$ cat src/design/pcdo_pkg.sv
// package for the synthesizer configuration and detector output block
// assumes: all logic runs on core_clk, pins are synchronised inside the top
package pcdo_pkg;
  // configuration register bit positions
  localparam int unsigned CFG_POL_BIT  = 7;
  localparam int unsigned CFG_SEL_BIT  = 6;
  localparam int unsigned CFG_LDE_BIT  = 5;
  localparam int unsigned CFG_OSC_HI   = 4;
  localparam int unsigned CFG_OSC_LO   = 2;
  localparam int unsigned CFG_FVE_BIT  = 1;
  localparam int unsigned CFG_FRE_BIT  = 0;
  // power-up value: divide-by-8 reference out, all else cleared
  localparam logic [7:0]  CFG_RESET    = 8'h10;
  // serial frame lengths in clock cycles
  localparam logic [4:0]  LEN_CFG      = 5'h08;
  localparam logic [4:0]  LEN_REF_LONG = 5'h18;
  localparam logic [4:0]  LEN_REF_SHRT = 5'h0f;
  localparam logic [4:0]  LEN_FBK      = 5'h10;
  // divider widths and power-up ratios
  localparam int unsigned REF_W        = 15;
  localparam int unsigned FBK_W        = 16;
  localparam logic [14:0] REF_RESET    = 15'h0005;
  localparam logic [15:0] FBK_RESET    = 16'h0028;
  // divided-output pulse length in input edges
  localparam logic [3:0]  PULSE_LEN    = 4'h4;
  // minimum-width detector pulse when in lock, core cycles
  // two cycles of core_clk give 40 ns, wide enough for the pump drivers to switch
  localparam logic [1:0]  MIN_PULSE_CYC = 2'h2;
endpackage

$ cat src/design/pcdo_divider.sv
// down-counting divider, jam-loadable, emits a pulse on wrap
// assumes: dec is a one-cycle pulse per input rising edge
`timescale 1ns/1ns
module pcdo_divider #(
  parameter int unsigned W = 16
) (
  input  wire logic         core_clk,
  input  wire logic         arst_n,
  input  wire logic         dec,
  input  wire logic         jam,
  input  wire logic [W-1:0] ratio,
  output logic              tick,
  output logic              pulse
);
  logic [W-1:0] cnt_q;
  logic [3:0]   wid_q;
  always_ff @(posedge core_clk or negedge arst_n) begin
    if (!arst_n) begin
      cnt_q <= '0;
    end else if (jam) begin
      cnt_q <= ratio;
    end else if (dec) begin
      // reload on one so the period is exactly ratio edges
      cnt_q <= (cnt_q <= W'(1)) ? ratio : cnt_q - W'(1);
    end
  end
  assign tick = dec & (cnt_q <= W'(1)) & ~jam;
  always_ff @(posedge core_clk or negedge arst_n) begin
    if (!arst_n) begin
      wid_q <= '0;
    end else if (jam) begin
      wid_q <= '0;
    end else if (tick) begin
      wid_q <= pcdo_pkg::PULSE_LEN;
    end else if (dec && wid_q != 4'h0) begin
      wid_q <= wid_q - 4'h1;
    end
  end
  assign pulse = (wid_q != 4'h0);
endmodule

$ cat src/design/pcdo_sync.sv
// two flip-flop synchroniser with rising-edge pulse on the synchronised level
// assumes: d comes from outside the core_clk domain
`timescale 1ns/1ns
module pcdo_sync (
  input  wire logic core_clk,
  input  wire logic arst_n,
  input  wire logic d,
  output logic      level,
  output logic      rise
);
  logic s1_q;
  logic s2_q;
  logic s3_q;
  always_ff @(posedge core_clk or negedge arst_n) begin
    if (!arst_n) begin
      s1_q <= 1'b0;
      s2_q <= 1'b0;
      s3_q <= 1'b0;
    end else begin
      s1_q <= d;
      s2_q <= s1_q;
      s3_q <= s2_q;
    end
  end
  assign level = s2_q;
  assign rise  = s2_q & ~s3_q;
endmodule

$ cat src/design/pcdo_top.sv
// configuration register, serial framing, dividers and detector outputs
// assumes: serial pins, reference_input and vco_input are asynchronous to core_clk,
// and change far slower than core_clk so that every edge is seen
//
// Notes on behaviour
// - polarity low: feedback leads pulses feedback pump low
// - in lock both pumps pulse low briefly together
// - polarity high inverts single-ended, swaps pump outputs
// - select high: single-ended active, pumps static high
// - select low: pumps active, single-ended high impedance
// - lock output driven only when enabled, else low
// - lock high with narrow low pulses, low on mismatch
// - lock indicator disabled low at power up
// - reference_clock_out codes 0-3: low, /1, /2, /4
// - codes 4,6 give /8; 5,7 give /16; reset /8
// - divided-output enables gate outputs, reset cleared
// - polarity, select, lock enable reset to zero
// - eight clocks store configuration byte only
// - reference divider written by 24 or 15 clocks
// - sixteen clocks store feedback, jam-load both counters
// - single-ended high impedance in lock, pulses otherwise
// - polarity low: single-ended low on lead, high on lag
// - reference counter decrements per reference_input rise
// - feedback counter decrements per vco_input rise
`timescale 1ns/1ns
module pcdo_top (
  input  wire logic core_clk,
  input  wire logic arst_n,
  input  wire logic serial_clk,
  input  wire logic serial_data,
  input  wire logic serial_enable_n,
  input  wire logic reference_input,
  input  wire logic vco_input,
  output logic      reference_clock_out,
  output logic      reference_divided,
  output logic      feedback_divided,
  output logic      reference_pump_out,
  output logic      feedback_pump_out,
  output logic      single_ended_detector_out,
  output logic      single_ended_detector_oe,
  output logic      lock_indicator,
  output logic [7:0] synth_configuration
);
  logic        sclk_rise;
  logic        sdat_lvl;
  logic        sen_lvl;
  logic        ref_lvl;
  logic        ref_rise;
  logic        vco_rise;
  logic        sen_prev_q;
  logic        frame_end;
  logic [23:0] shift_q;
  logic [4:0]  count_q;
  logic [7:0]  cfg_q;
  logic [14:0] ref_ratio_q;
  logic [15:0] fbk_ratio_q;
  logic        jam_q;
  logic        ref_tick;
  logic        fbk_tick;
  logic        ref_pulse;
  logic        fbk_pulse;
  logic        up_q;
  logic        dn_q;
  logic [1:0]  rst_cnt_q;
  logic        both;
  logic [3:0]  pre_q;
  logic        ref_sel;
  logic        pump_up;
  logic        pump_dn;

  // the serial clock and vco are only used as edges, so their levels stay open
  pcdo_sync u_sclk (
    .core_clk (core_clk),
    .arst_n   (arst_n),
    .d        (serial_clk),
    .level    (),
    .rise     (sclk_rise)
  );

  pcdo_sync u_sdat (
    .core_clk (core_clk),
    .arst_n   (arst_n),
    .d        (serial_data),
    .level    (sdat_lvl),
    .rise     ()
  );

  pcdo_sync u_sen (
    .core_clk (core_clk),
    .arst_n   (arst_n),
    .d        (serial_enable_n),
    .level    (sen_lvl),
    .rise     ()
  );

  pcdo_sync u_ref (
    .core_clk (core_clk),
    .arst_n   (arst_n),
    .d        (reference_input),
    .level    (ref_lvl),
    .rise     (ref_rise)
  );

  pcdo_sync u_vco (
    .core_clk (core_clk),
    .arst_n   (arst_n),
    .d        (vco_input),
    .level    (),
    .rise     (vco_rise)
  );

  // serial shift in, counted per frame; the frame length picks the register
  always_ff @(posedge core_clk or negedge arst_n) begin
    if (!arst_n) begin
      sen_prev_q <= 1'b1;
    end else begin
      sen_prev_q <= sen_lvl;
    end
  end
  assign frame_end = sen_lvl & ~sen_prev_q;

  always_ff @(posedge core_clk or negedge arst_n) begin
    if (!arst_n) begin
      shift_q <= '0;
      count_q <= '0;
    end else if (sen_lvl) begin
      count_q <= '0;
    end else if (sclk_rise) begin
      shift_q <= {shift_q[22:0], sdat_lvl};
      // saturate so over-long frames are never mistaken for a legal length
      count_q <= (count_q == 5'h1f) ? count_q : count_q + 5'h01;
    end
  end

  always_ff @(posedge core_clk or negedge arst_n) begin
    if (!arst_n) begin
      cfg_q <= pcdo_pkg::CFG_RESET;
    end else if (frame_end && count_q == pcdo_pkg::LEN_CFG) begin
      cfg_q <= shift_q[7:0];
    end
  end

  always_ff @(posedge core_clk or negedge arst_n) begin
    if (!arst_n) begin
      ref_ratio_q <= pcdo_pkg::REF_RESET;
    end else if (frame_end && (count_q == pcdo_pkg::LEN_REF_LONG ||
                               count_q == pcdo_pkg::LEN_REF_SHRT)) begin
      ref_ratio_q <= shift_q[14:0];
    end
  end

  always_ff @(posedge core_clk or negedge arst_n) begin
    if (!arst_n) begin
      fbk_ratio_q <= pcdo_pkg::FBK_RESET;
      jam_q       <= 1'b0;
    end else begin
      jam_q <= frame_end && count_q == pcdo_pkg::LEN_FBK;
      if (frame_end && count_q == pcdo_pkg::LEN_FBK) begin
        fbk_ratio_q <= shift_q[15:0];
      end
    end
  end

  assign synth_configuration = cfg_q;

  // dividers; jam_q reloads both in the same cycle
  pcdo_divider #(
    .W (pcdo_pkg::REF_W)
  ) u_rdiv (
    .core_clk (core_clk),
    .arst_n   (arst_n),
    .dec      (ref_rise),
    .jam      (jam_q),
    .ratio    (ref_ratio_q),
    .tick     (ref_tick),
    .pulse    (ref_pulse)
  );

  pcdo_divider #(
    .W (pcdo_pkg::FBK_W)
  ) u_ndiv (
    .core_clk (core_clk),
    .arst_n   (arst_n),
    .dec      (vco_rise),
    .jam      (jam_q),
    .ratio    (fbk_ratio_q),
    .tick     (fbk_tick),
    .pulse    (fbk_pulse)
  );

  // phase/frequency detector: up = feedback edge first (feedback leads)
  always_ff @(posedge core_clk or negedge arst_n) begin
    if (!arst_n) begin
      up_q <= 1'b0;
      dn_q <= 1'b0;
    end else if (jam_q || both) begin
      up_q <= 1'b0;
      dn_q <= 1'b0;
    end else begin
      up_q <= up_q | (fbk_tick & ~ref_tick);
      dn_q <= dn_q | (ref_tick & ~fbk_tick);
    end
  end
  // coincident edges or the late edge end the error window
  assign both = (up_q & ref_tick) | (dn_q & fbk_tick) | (fbk_tick & ref_tick);

  // short simultaneous pulse on both pumps when the loop is aligned
  always_ff @(posedge core_clk or negedge arst_n) begin
    if (!arst_n) begin
      rst_cnt_q <= '0;
    end else if (both) begin
      rst_cnt_q <= pcdo_pkg::MIN_PULSE_CYC;
    end else if (rst_cnt_q != 2'h0) begin
      rst_cnt_q <= rst_cnt_q - 2'h1;
    end
  end

  assign pump_up = up_q | (rst_cnt_q != 2'h0);
  assign pump_dn = dn_q | (rst_cnt_q != 2'h0);

  // output registers; data outputs all come from flip-flops
  always_ff @(posedge core_clk or negedge arst_n) begin
    if (!arst_n) begin
      reference_pump_out <= 1'b1;
      feedback_pump_out  <= 1'b1;
    end else if (cfg_q[pcdo_pkg::CFG_SEL_BIT]) begin
      reference_pump_out <= 1'b1;
      feedback_pump_out  <= 1'b1;
    end else if (cfg_q[pcdo_pkg::CFG_POL_BIT]) begin
      reference_pump_out <= ~pump_up;
      feedback_pump_out  <= ~pump_dn;
    end else begin
      feedback_pump_out  <= ~pump_up;
      reference_pump_out <= ~pump_dn;
    end
  end

  always_ff @(posedge core_clk or negedge arst_n) begin
    if (!arst_n) begin
      single_ended_detector_out <= 1'b0;
      single_ended_detector_oe  <= 1'b0;
    end else begin
      // driven only during an error window, else released
      single_ended_detector_oe  <= cfg_q[pcdo_pkg::CFG_SEL_BIT] & (up_q ^ dn_q);
      // low on lead with polarity low, inverted by polarity high
      single_ended_detector_out <= dn_q ^ cfg_q[pcdo_pkg::CFG_POL_BIT];
    end
  end

  always_ff @(posedge core_clk or negedge arst_n) begin
    if (!arst_n) begin
      lock_indicator <= 1'b0;
    end else begin
      // low during mismatch and during the aligned pulse
      lock_indicator <= cfg_q[pcdo_pkg::CFG_LDE_BIT] & ~(pump_up | pump_dn);
    end
  end

  always_ff @(posedge core_clk or negedge arst_n) begin
    if (!arst_n) begin
      reference_divided <= 1'b0;
      feedback_divided  <= 1'b0;
    end else begin
      reference_divided <= cfg_q[pcdo_pkg::CFG_FRE_BIT] & ref_pulse;
      feedback_divided  <= cfg_q[pcdo_pkg::CFG_FVE_BIT] & fbk_pulse;
    end
  end

  // reference output prescaler counts reference_input rising edges
  always_ff @(posedge core_clk or negedge arst_n) begin
    if (!arst_n) begin
      pre_q <= '0;
    end else if (ref_rise) begin
      pre_q <= pre_q + 4'h1;
    end
  end

  always_comb begin
    unique case (cfg_q[pcdo_pkg::CFG_OSC_HI:pcdo_pkg::CFG_OSC_LO])
      3'h0:        ref_sel = 1'b0;
      3'h1:        ref_sel = ref_lvl;
      3'h2:        ref_sel = pre_q[0];
      3'h3:        ref_sel = pre_q[1];
      3'h4, 3'h6:  ref_sel = pre_q[2];
      3'h5, 3'h7:  ref_sel = pre_q[3];
    endcase
  end

  always_ff @(posedge core_clk or negedge arst_n) begin
    if (!arst_n) begin
      reference_clock_out <= 1'b0;
    end else begin
      reference_clock_out <= ref_sel;
    end
  end
endmodule

$ cat config.mk
export PLATFORM = sky130hd
export DESIGN_NAME = pcdo_top
export DESIGN_NICKNAME = d
export VERILOG_FILES = /design/src/design/pcdo_pkg.sv /design/src/design/pcdo_divider.sv /design/src/design/pcdo_sync.sv /design/src/design/pcdo_top.sv
export SDC_FILE = /design/constraint.sdc
export NUM_CORES = 1
export LEC_CHECK = 0
export BUFFER_PORTS_ARGS = -buffer_cell sky130_fd_sc_hd__buf_2
export CAP_MARGIN = 10
export CORE_MARGIN = 10
export CORE_UTILIZATION = 65
export DETAILED_ROUTE_END_ITERATION = 16
export GPL_ROUTABILITY_DRIVEN = 0
export GPL_TIMING_DRIVEN = 0
export HOLD_SLACK_MARGIN = 0.02
export PLACE_DENSITY = 0.87
export SYNTH_ARGS = -nofsm -noshare
export SYNTH_HDL_FRONTEND = slang
export SYNTH_HIERARCHICAL = 1
export SYNTH_SLANG_ARGS = --single-unit
$ cat constraint.sdc
create_clock -name core_clk -period 3.7 [get_ports core_clk]
set_clock_uncertainty 0.15 [all_clocks]
set_input_delay 0.185 -clock core_clk [delete_from_list [all_inputs] [get_ports core_clk]]
set_output_delay 0.185 -clock core_clk [all_outputs]
set_load 0.05 [all_outputs]
==> results.cfg, run 1 <==
[floorplanning]
die_h_um = 118
dieArea_mm2 = 0.0139
dieWidth_um = 118
ios = 23
start_util = 0.671
core_area_mm2 = 0.00928
rows = 35

[routing]
wl_per_cell_um = 21.0
via_per_inst = 6.56
drt_pass1_iterations = 5
vias = 4757
drc = 0
wirelength_mm = 15.3
detail-route-antenna-nets = 0
drt_iter0_markers = 621

[worst_setup_path]
critPathCaptureType = flip-flop
crit_path_start_kind = flip-flop
cp_cell_sequence = nor3_1, o2111ai_1, or2_1, buf_6, nor3_1, a21oi_1, nor2_1, a211o_1
worstPathMaxFanout = 8
critPathSlowestCell = nor3_1
critPathArrivalTime_ns = 3.23
crit_type = flip-flop to flip-flop
max_stage_delay_ns = 0.50
cpMostUsedCell = nor3_1
crit_required_ns = 4.01
r2r_slack_ns = 0.78

[power_and_ir_drop]
p_seq_frac = 0.424
power_density_mw_per_mm2 = 651
netSwitchingFraction = 0.342
power_leakage_uw = 0.00331
pwr-share-comb = 0.226
pwr-share-clk = 0.351
finalPower_uw = 4670
power.switching_uw = 1600
vdd_ir_drop_max_mv = 0.453
internal_power_uw = 3070

[placed_design]
portBuffers = 22
pre_cts_ws_ns = 1.02
dpl.cell_count = 687
post-dp-hpwl_mm = 8.97

[clock_tree]
cts.clk_slew.worst_paths_ns = 0.07
numCtsBuffers = 17
cts_hold_buf = 6
post_cts_buffers = 0
clock-root-buffer = clkbuf_8
clock_path_buffers = 2
cts_resized = 0
htreeDepth = 4
cts_tree = built
cts_sinks = 130
clk_latency_ns = 0.52

[global_route]
grt_pass1_vias = 4901
gr-usage-all-layers = 0.225
grt_max_degree = 73
antenna_found_initial = 0
grt_pass1_wl_mm = 25.7
grt_overflow = 0

[timing]
setup_ws_ns = 0.779
finalCritPeriodShare = 0.789
worst_pin_slew_ns = 0.643
slew_violations = 0
rsz0062_at_grt = no
max-slew-margin-rel = 0.568
finalHoldViolations = 0
fin_setup_tns_ns = 0
fmax_ghz = 0.342
finalSetupViolCount = 0
fin_crit_ns = 2.92

[synth]
yosys_warnings = 6
syn_inst = 535
syn_nets = 553
avgSynthCellArea_um2 = 11.7
netlist_area_mm2 = 0.00623

[min_path]
min_path_type = input pin to async pin

[layout]
layout-drive-gt1-share = 0.282
area_growth_pct = 15.1
fillers = 562
stdcell_count = 725
antenna_cells = 0
nNetsFinal = 601

[outcome]
status = finished clean

[job]
drv_cap = 0
critical path, delay by kind of cell, from the launching register on:
family	cells	cell delay [ns]
and+or+nand+nor	4	1.41
DFF	1	0.46
buffers and inverters	1	0.15
AOI/OAI and AO/OA	3	0.70
per-layer routing:
| layer | global-route usage | vias up | share of wire |
|---|---|---|---|
| met1 | 0.271 | 2305 | 0.40 |
| met4 | 0.108 | 0 | 0.040 |
| met3 | 0.0595 | 84 | 0.081 |
| met2 | 0.365 | 301 | 0.48 |
| li1 | - | 2067 | - |
| met5 | 0 | - | 0 |
layout by cell type (no fill, tap or decap), drive strengths merged, types with 6 or more instances in the layout:
cell type and n:
dlygate4sd3 6, o22ai 8, o21ai 20, xor2 6
inv 38, nor4 14, buf 31, nor3 17
dfstp 8, mux2i 10, mux2 58, a21oi 18
nand2 25, and2 7, nand3 18, ha 11
dfrtp 122, or4 7, nor2 34, or3 8
clkbuf 31, nand4 8
metrics by stage:
| step | area [um^2] | utilization | hold WS (ns) |
|---|---|---|---|
| floorplan | 6230 | - | -0.261 |
| global placement | 6500 | 0.701 | 0.143 |
| detailed placement | 6540 | 0.704 | 0.0426 |
| CTS | 7180 | 0.773 | 0.0815 |
| global route | 7180 | 0.773 | 0.0964 |
| finish | 7180 | 0.773 | 0.0520 |
path summary, 6_finish.rpt:
kind,from,to,cells after the start
min in group core_clk,serial_clk,u_sclk/s1_q,2
max,u_ndiv/cnt_q[4],rst_cnt_q[1],8
min,arst_n,u_ndiv/cnt_q[13],2
max reg2reg,u_ndiv/cnt_q[4],rst_cnt_q[1],8
min reg2reg,u_sclk/s1_q,u_sclk/level,0
max in group asynchronous,arst_n,ref_ratio_q[0],3
layout make-up:
| class | instances | area (um^2) | area share |
|---|---|---|---|
| multi-input combinational | 352 | 2710 | 0.378 |
| timing repair buffer | 29 | 204 | 0.0284 |
| sequential | 130 | 3260 | 0.455 |
| inverter | 34 | 128 | 0.0178 |
| clock buffer | 20 | 455 | 0.0635 |
| buffer | 19 | 130 | 0.0181 |
| clock inverter | 12 | 121 | 0.0169 |
| tap | 129 | 161 | 0.0225 |
flip-flops by register name (all words and copies together) (netlist names), 2 cells and up:
signal and count:
count_q 5, u_rdiv/wid_q 4, u_ndiv/cnt_q 16, u_ndiv/wid_q 4, ref_ratio_q 15, fbk_ratio_q 16
u_rdiv/cnt_q 15, pre_q 4, rst_cnt_q 2, shift_q 16, synth_configuration 8
power groups by stage:
| stage | logic (uW) | clock network [uW] | registers, uW |
|---|---|---|---|
| floorplan | 736 | 0 | 1940 |
| global placement | 922 | 0 | 1950 |
| detailed placement | 979 | 0 | 1970 |
| CTS | 1040 | 1640 | 1960 |
| global route | 1170 | 1710 | 2010 |
| finish | 1050 | 1640 | 1980 |
Note: power is estimated with default switching activity, not from simulation.
==> run 2: changes to the inputs <==
--- a/config.mk
+++ b/config.mk
@@ -8,12 +8,12 @@
 export BUFFER_PORTS_ARGS = -buffer_cell sky130_fd_sc_hd__buf_2
 export CAP_MARGIN = 10
 export CORE_MARGIN = 10
-export CORE_UTILIZATION = 65
+export CORE_UTILIZATION = 56
 export DETAILED_ROUTE_END_ITERATION = 16
 export GPL_ROUTABILITY_DRIVEN = 0
 export GPL_TIMING_DRIVEN = 0
 export HOLD_SLACK_MARGIN = 0.02
-export PLACE_DENSITY = 0.87
+export PLACE_DENSITY = 0.8
 export SYNTH_ARGS = -nofsm -noshare
 export SYNTH_HDL_FRONTEND = slang
 export SYNTH_HIERARCHICAL = 1
==> constraint.sdc (replaced) <==
create_clock -name core_clk -period 2.35 [get_ports core_clk]
set_clock_uncertainty 0.15 [all_clocks]
set_input_delay 0.1175 -clock core_clk [delete_from_list [all_inputs] [get_ports core_clk]]
set_output_delay 0.1175 -clock core_clk [all_outputs]
set_load 0.05 [all_outputs]
==> run 2 against run 1 <==
Net effect: total power increased by 60%; count of clock-buffer cells in the layout increased by 1; sequential share of layout area decreased by 1.2 points; clock power increased by 64%; non-clock buffer count increased by 2; critical path depth decreased by 1; die area increased by 13%.
==> results.cfg, run 2 (synthesis gave the netlist of run 1 again) <==
[power_and_ir_drop]
power_leakage_uw = 0.00337
vdd_ir_drop_max_mv = 0.646
power_density_mw_per_mm2 = 1010

[layout]
nNetsFinal = 603
antenna_cells = 0
largestRegisters = fbk_ratio_q: 16 flops, shift_q: 16 flops, u_ndiv/cnt_q: 16 flops
utilization = 0.677
final_common_cell = dfrtp_1
final_area_mm2 = 0.00737
layout-drive-gt1-share = 0.308
fillers = 757
area_growth_pct = 18.3
layout_common_cells = dfrtp_1 (120), mux2_2 (50), inv_1 (32), nor2_1 (30), buf_2 (25)

[global_route]
gr-usage-met2 = 0.291
gr-usage-all-layers = 0.178
grt_util_met1 = 0.215
grt_overflow = 0
grt_pass1_vias = 4779
antenna_found_initial = 0
grt_busiest_layer = met2
grt_max_degree = 93
met3_usage = 0.0494
grt_pass1_wl_mm = 23.5

[min_path]
min_path_type = input pin to flip-flop
whs_path_depth = 2

[worst_setup_path]
path_depth = 7
critPathArrivalTime_ns = 2.55
max_stage_delay_ns = 0.50
crit_path_start_kind = flip-flop
crit_required_ns = 2.62
critPathSlowestCell = or4b_4
worstPathMaxFanout = 5
cp_cell_sequence = inv_1, ha_4, or4b_4, or3_1, o21ai_0, a211oi_1, a221oi_2
r2r_cells = 7
crit_buf_inv = 1
path_delay_family = simple AND/OR/NAND/NOR gates
critPathCaptureType = flip-flop
crit_type = flip-flop to flip-flop

[placed_design]
placed_area_mm2 = 0.00655
portBuffers = 22
post-dp-hpwl_mm = 9.18

[routing]
vias = 4609
drc = 0
detail-route-antenna-nets = 0
wl_per_cell_um = 19.3
via_per_inst = 6.25
wirelength_mm = 14.3
drt_pass1_iterations = 5
drt_iter0_markers = 470

[timing]
worst_pin_slew_ns = 0.590
finalHoldViolations = 0
max-slew-margin-rel = 0.607
finalSetupViolCount = 0
finalCritPeriodShare = 0.971
fin_setup_tns_ns = 0
fmax_ghz = 0.438
fin_crit_ns = 2.28
rsz0062_at_grt = yes
slew_violations = 0

[clock_tree]
cts_tree = built
numCtsBuffers = 17
htreeDepth = 4
clock-root-buffer = clkbuf_8
cts_sinks = 130
post_cts_buffers = 0
clk_latency_ns = 0.51
clock_path_buffers = 2
cts.clk_slew.worst_paths_ns = 0.06

[job]
drv_cap = 0

[floorplanning]
dieArea_mm2 = 0.0158
core_area_mm2 = 0.0109
die_h_um = 126
rows = 38
dieWidth_um = 126
start_util = 0.573
ios = 23

[outcome]
status = finished clean
==> run 2: report_power, final <==
part           switching [uW]  leakage [uW]  total [uW]  internal, uW
Combinational             956       0.00140        1680           723
Sequential                474       0.00167        3110          2640
Clock                     982      0.000291        2690          1710
Total                    2410       0.00337        7480          5070
==> run 2: worst paths after layout <==
check / start / end / slack (ns)
worst max-delay path: u_ndiv/cnt_q[1] / u_ndiv/cnt_q[12] / 0.07
worst min-delay path: serial_data / u_sdat/s1_q / 0.10
worst max register to register: u_ndiv/cnt_q[1] / u_ndiv/cnt_q[12] / 0.07
worst min register to register: u_sdat/s1_q / u_sdat/level / 0.20
max in group asynchronous: arst_n / ref_ratio_q[0] / 1.02
min in group asynchronous: arst_n / fbk_ratio_q[5] / 0.56
==> run 2: cell type report <==
cell class	instances	area [um^2]	share of cell area
Sequential cell	130	3270	0.443
Multi-Input combinational cell	352	2820	0.383
Clock buffer	21	459	0.0623
Timing Repair Buffer	31	234	0.0317
Tap cell	140	175	0.0238
Clock inverter	11	153	0.0207
Buffer	19	136	0.0185
Inverter	34	128	0.0173
==> run 2: timing repair <==
item                       4_1_cts  5_1_grt
hold buffers                     8        0
setup endpoints to repair       18       18
hold endpoints to repair       130        0
gates resized for setup         10       17
==> run 2: per-layer routing <==
metal  wire length [um]  share of wire
met2               7050           0.49
met1               5820           0.41
met3               1020          0.071
met5                  0              0
met4                366          0.026
==> run 2: metrics by stage <==
stage	hold WS [ns]	cells	setup slack [ns]	power, uW
final	0.100	738	0.0689	7480
after floorplan	-0.328	535	0.172	4210
after detailed placement	-0.100	698	-0.327	4650
after CTS	0.0777	738	0.00142	7410
after global routing	0.0933	738	-0.0225	7820
after global placement	0.0755	697	-0.598	4530
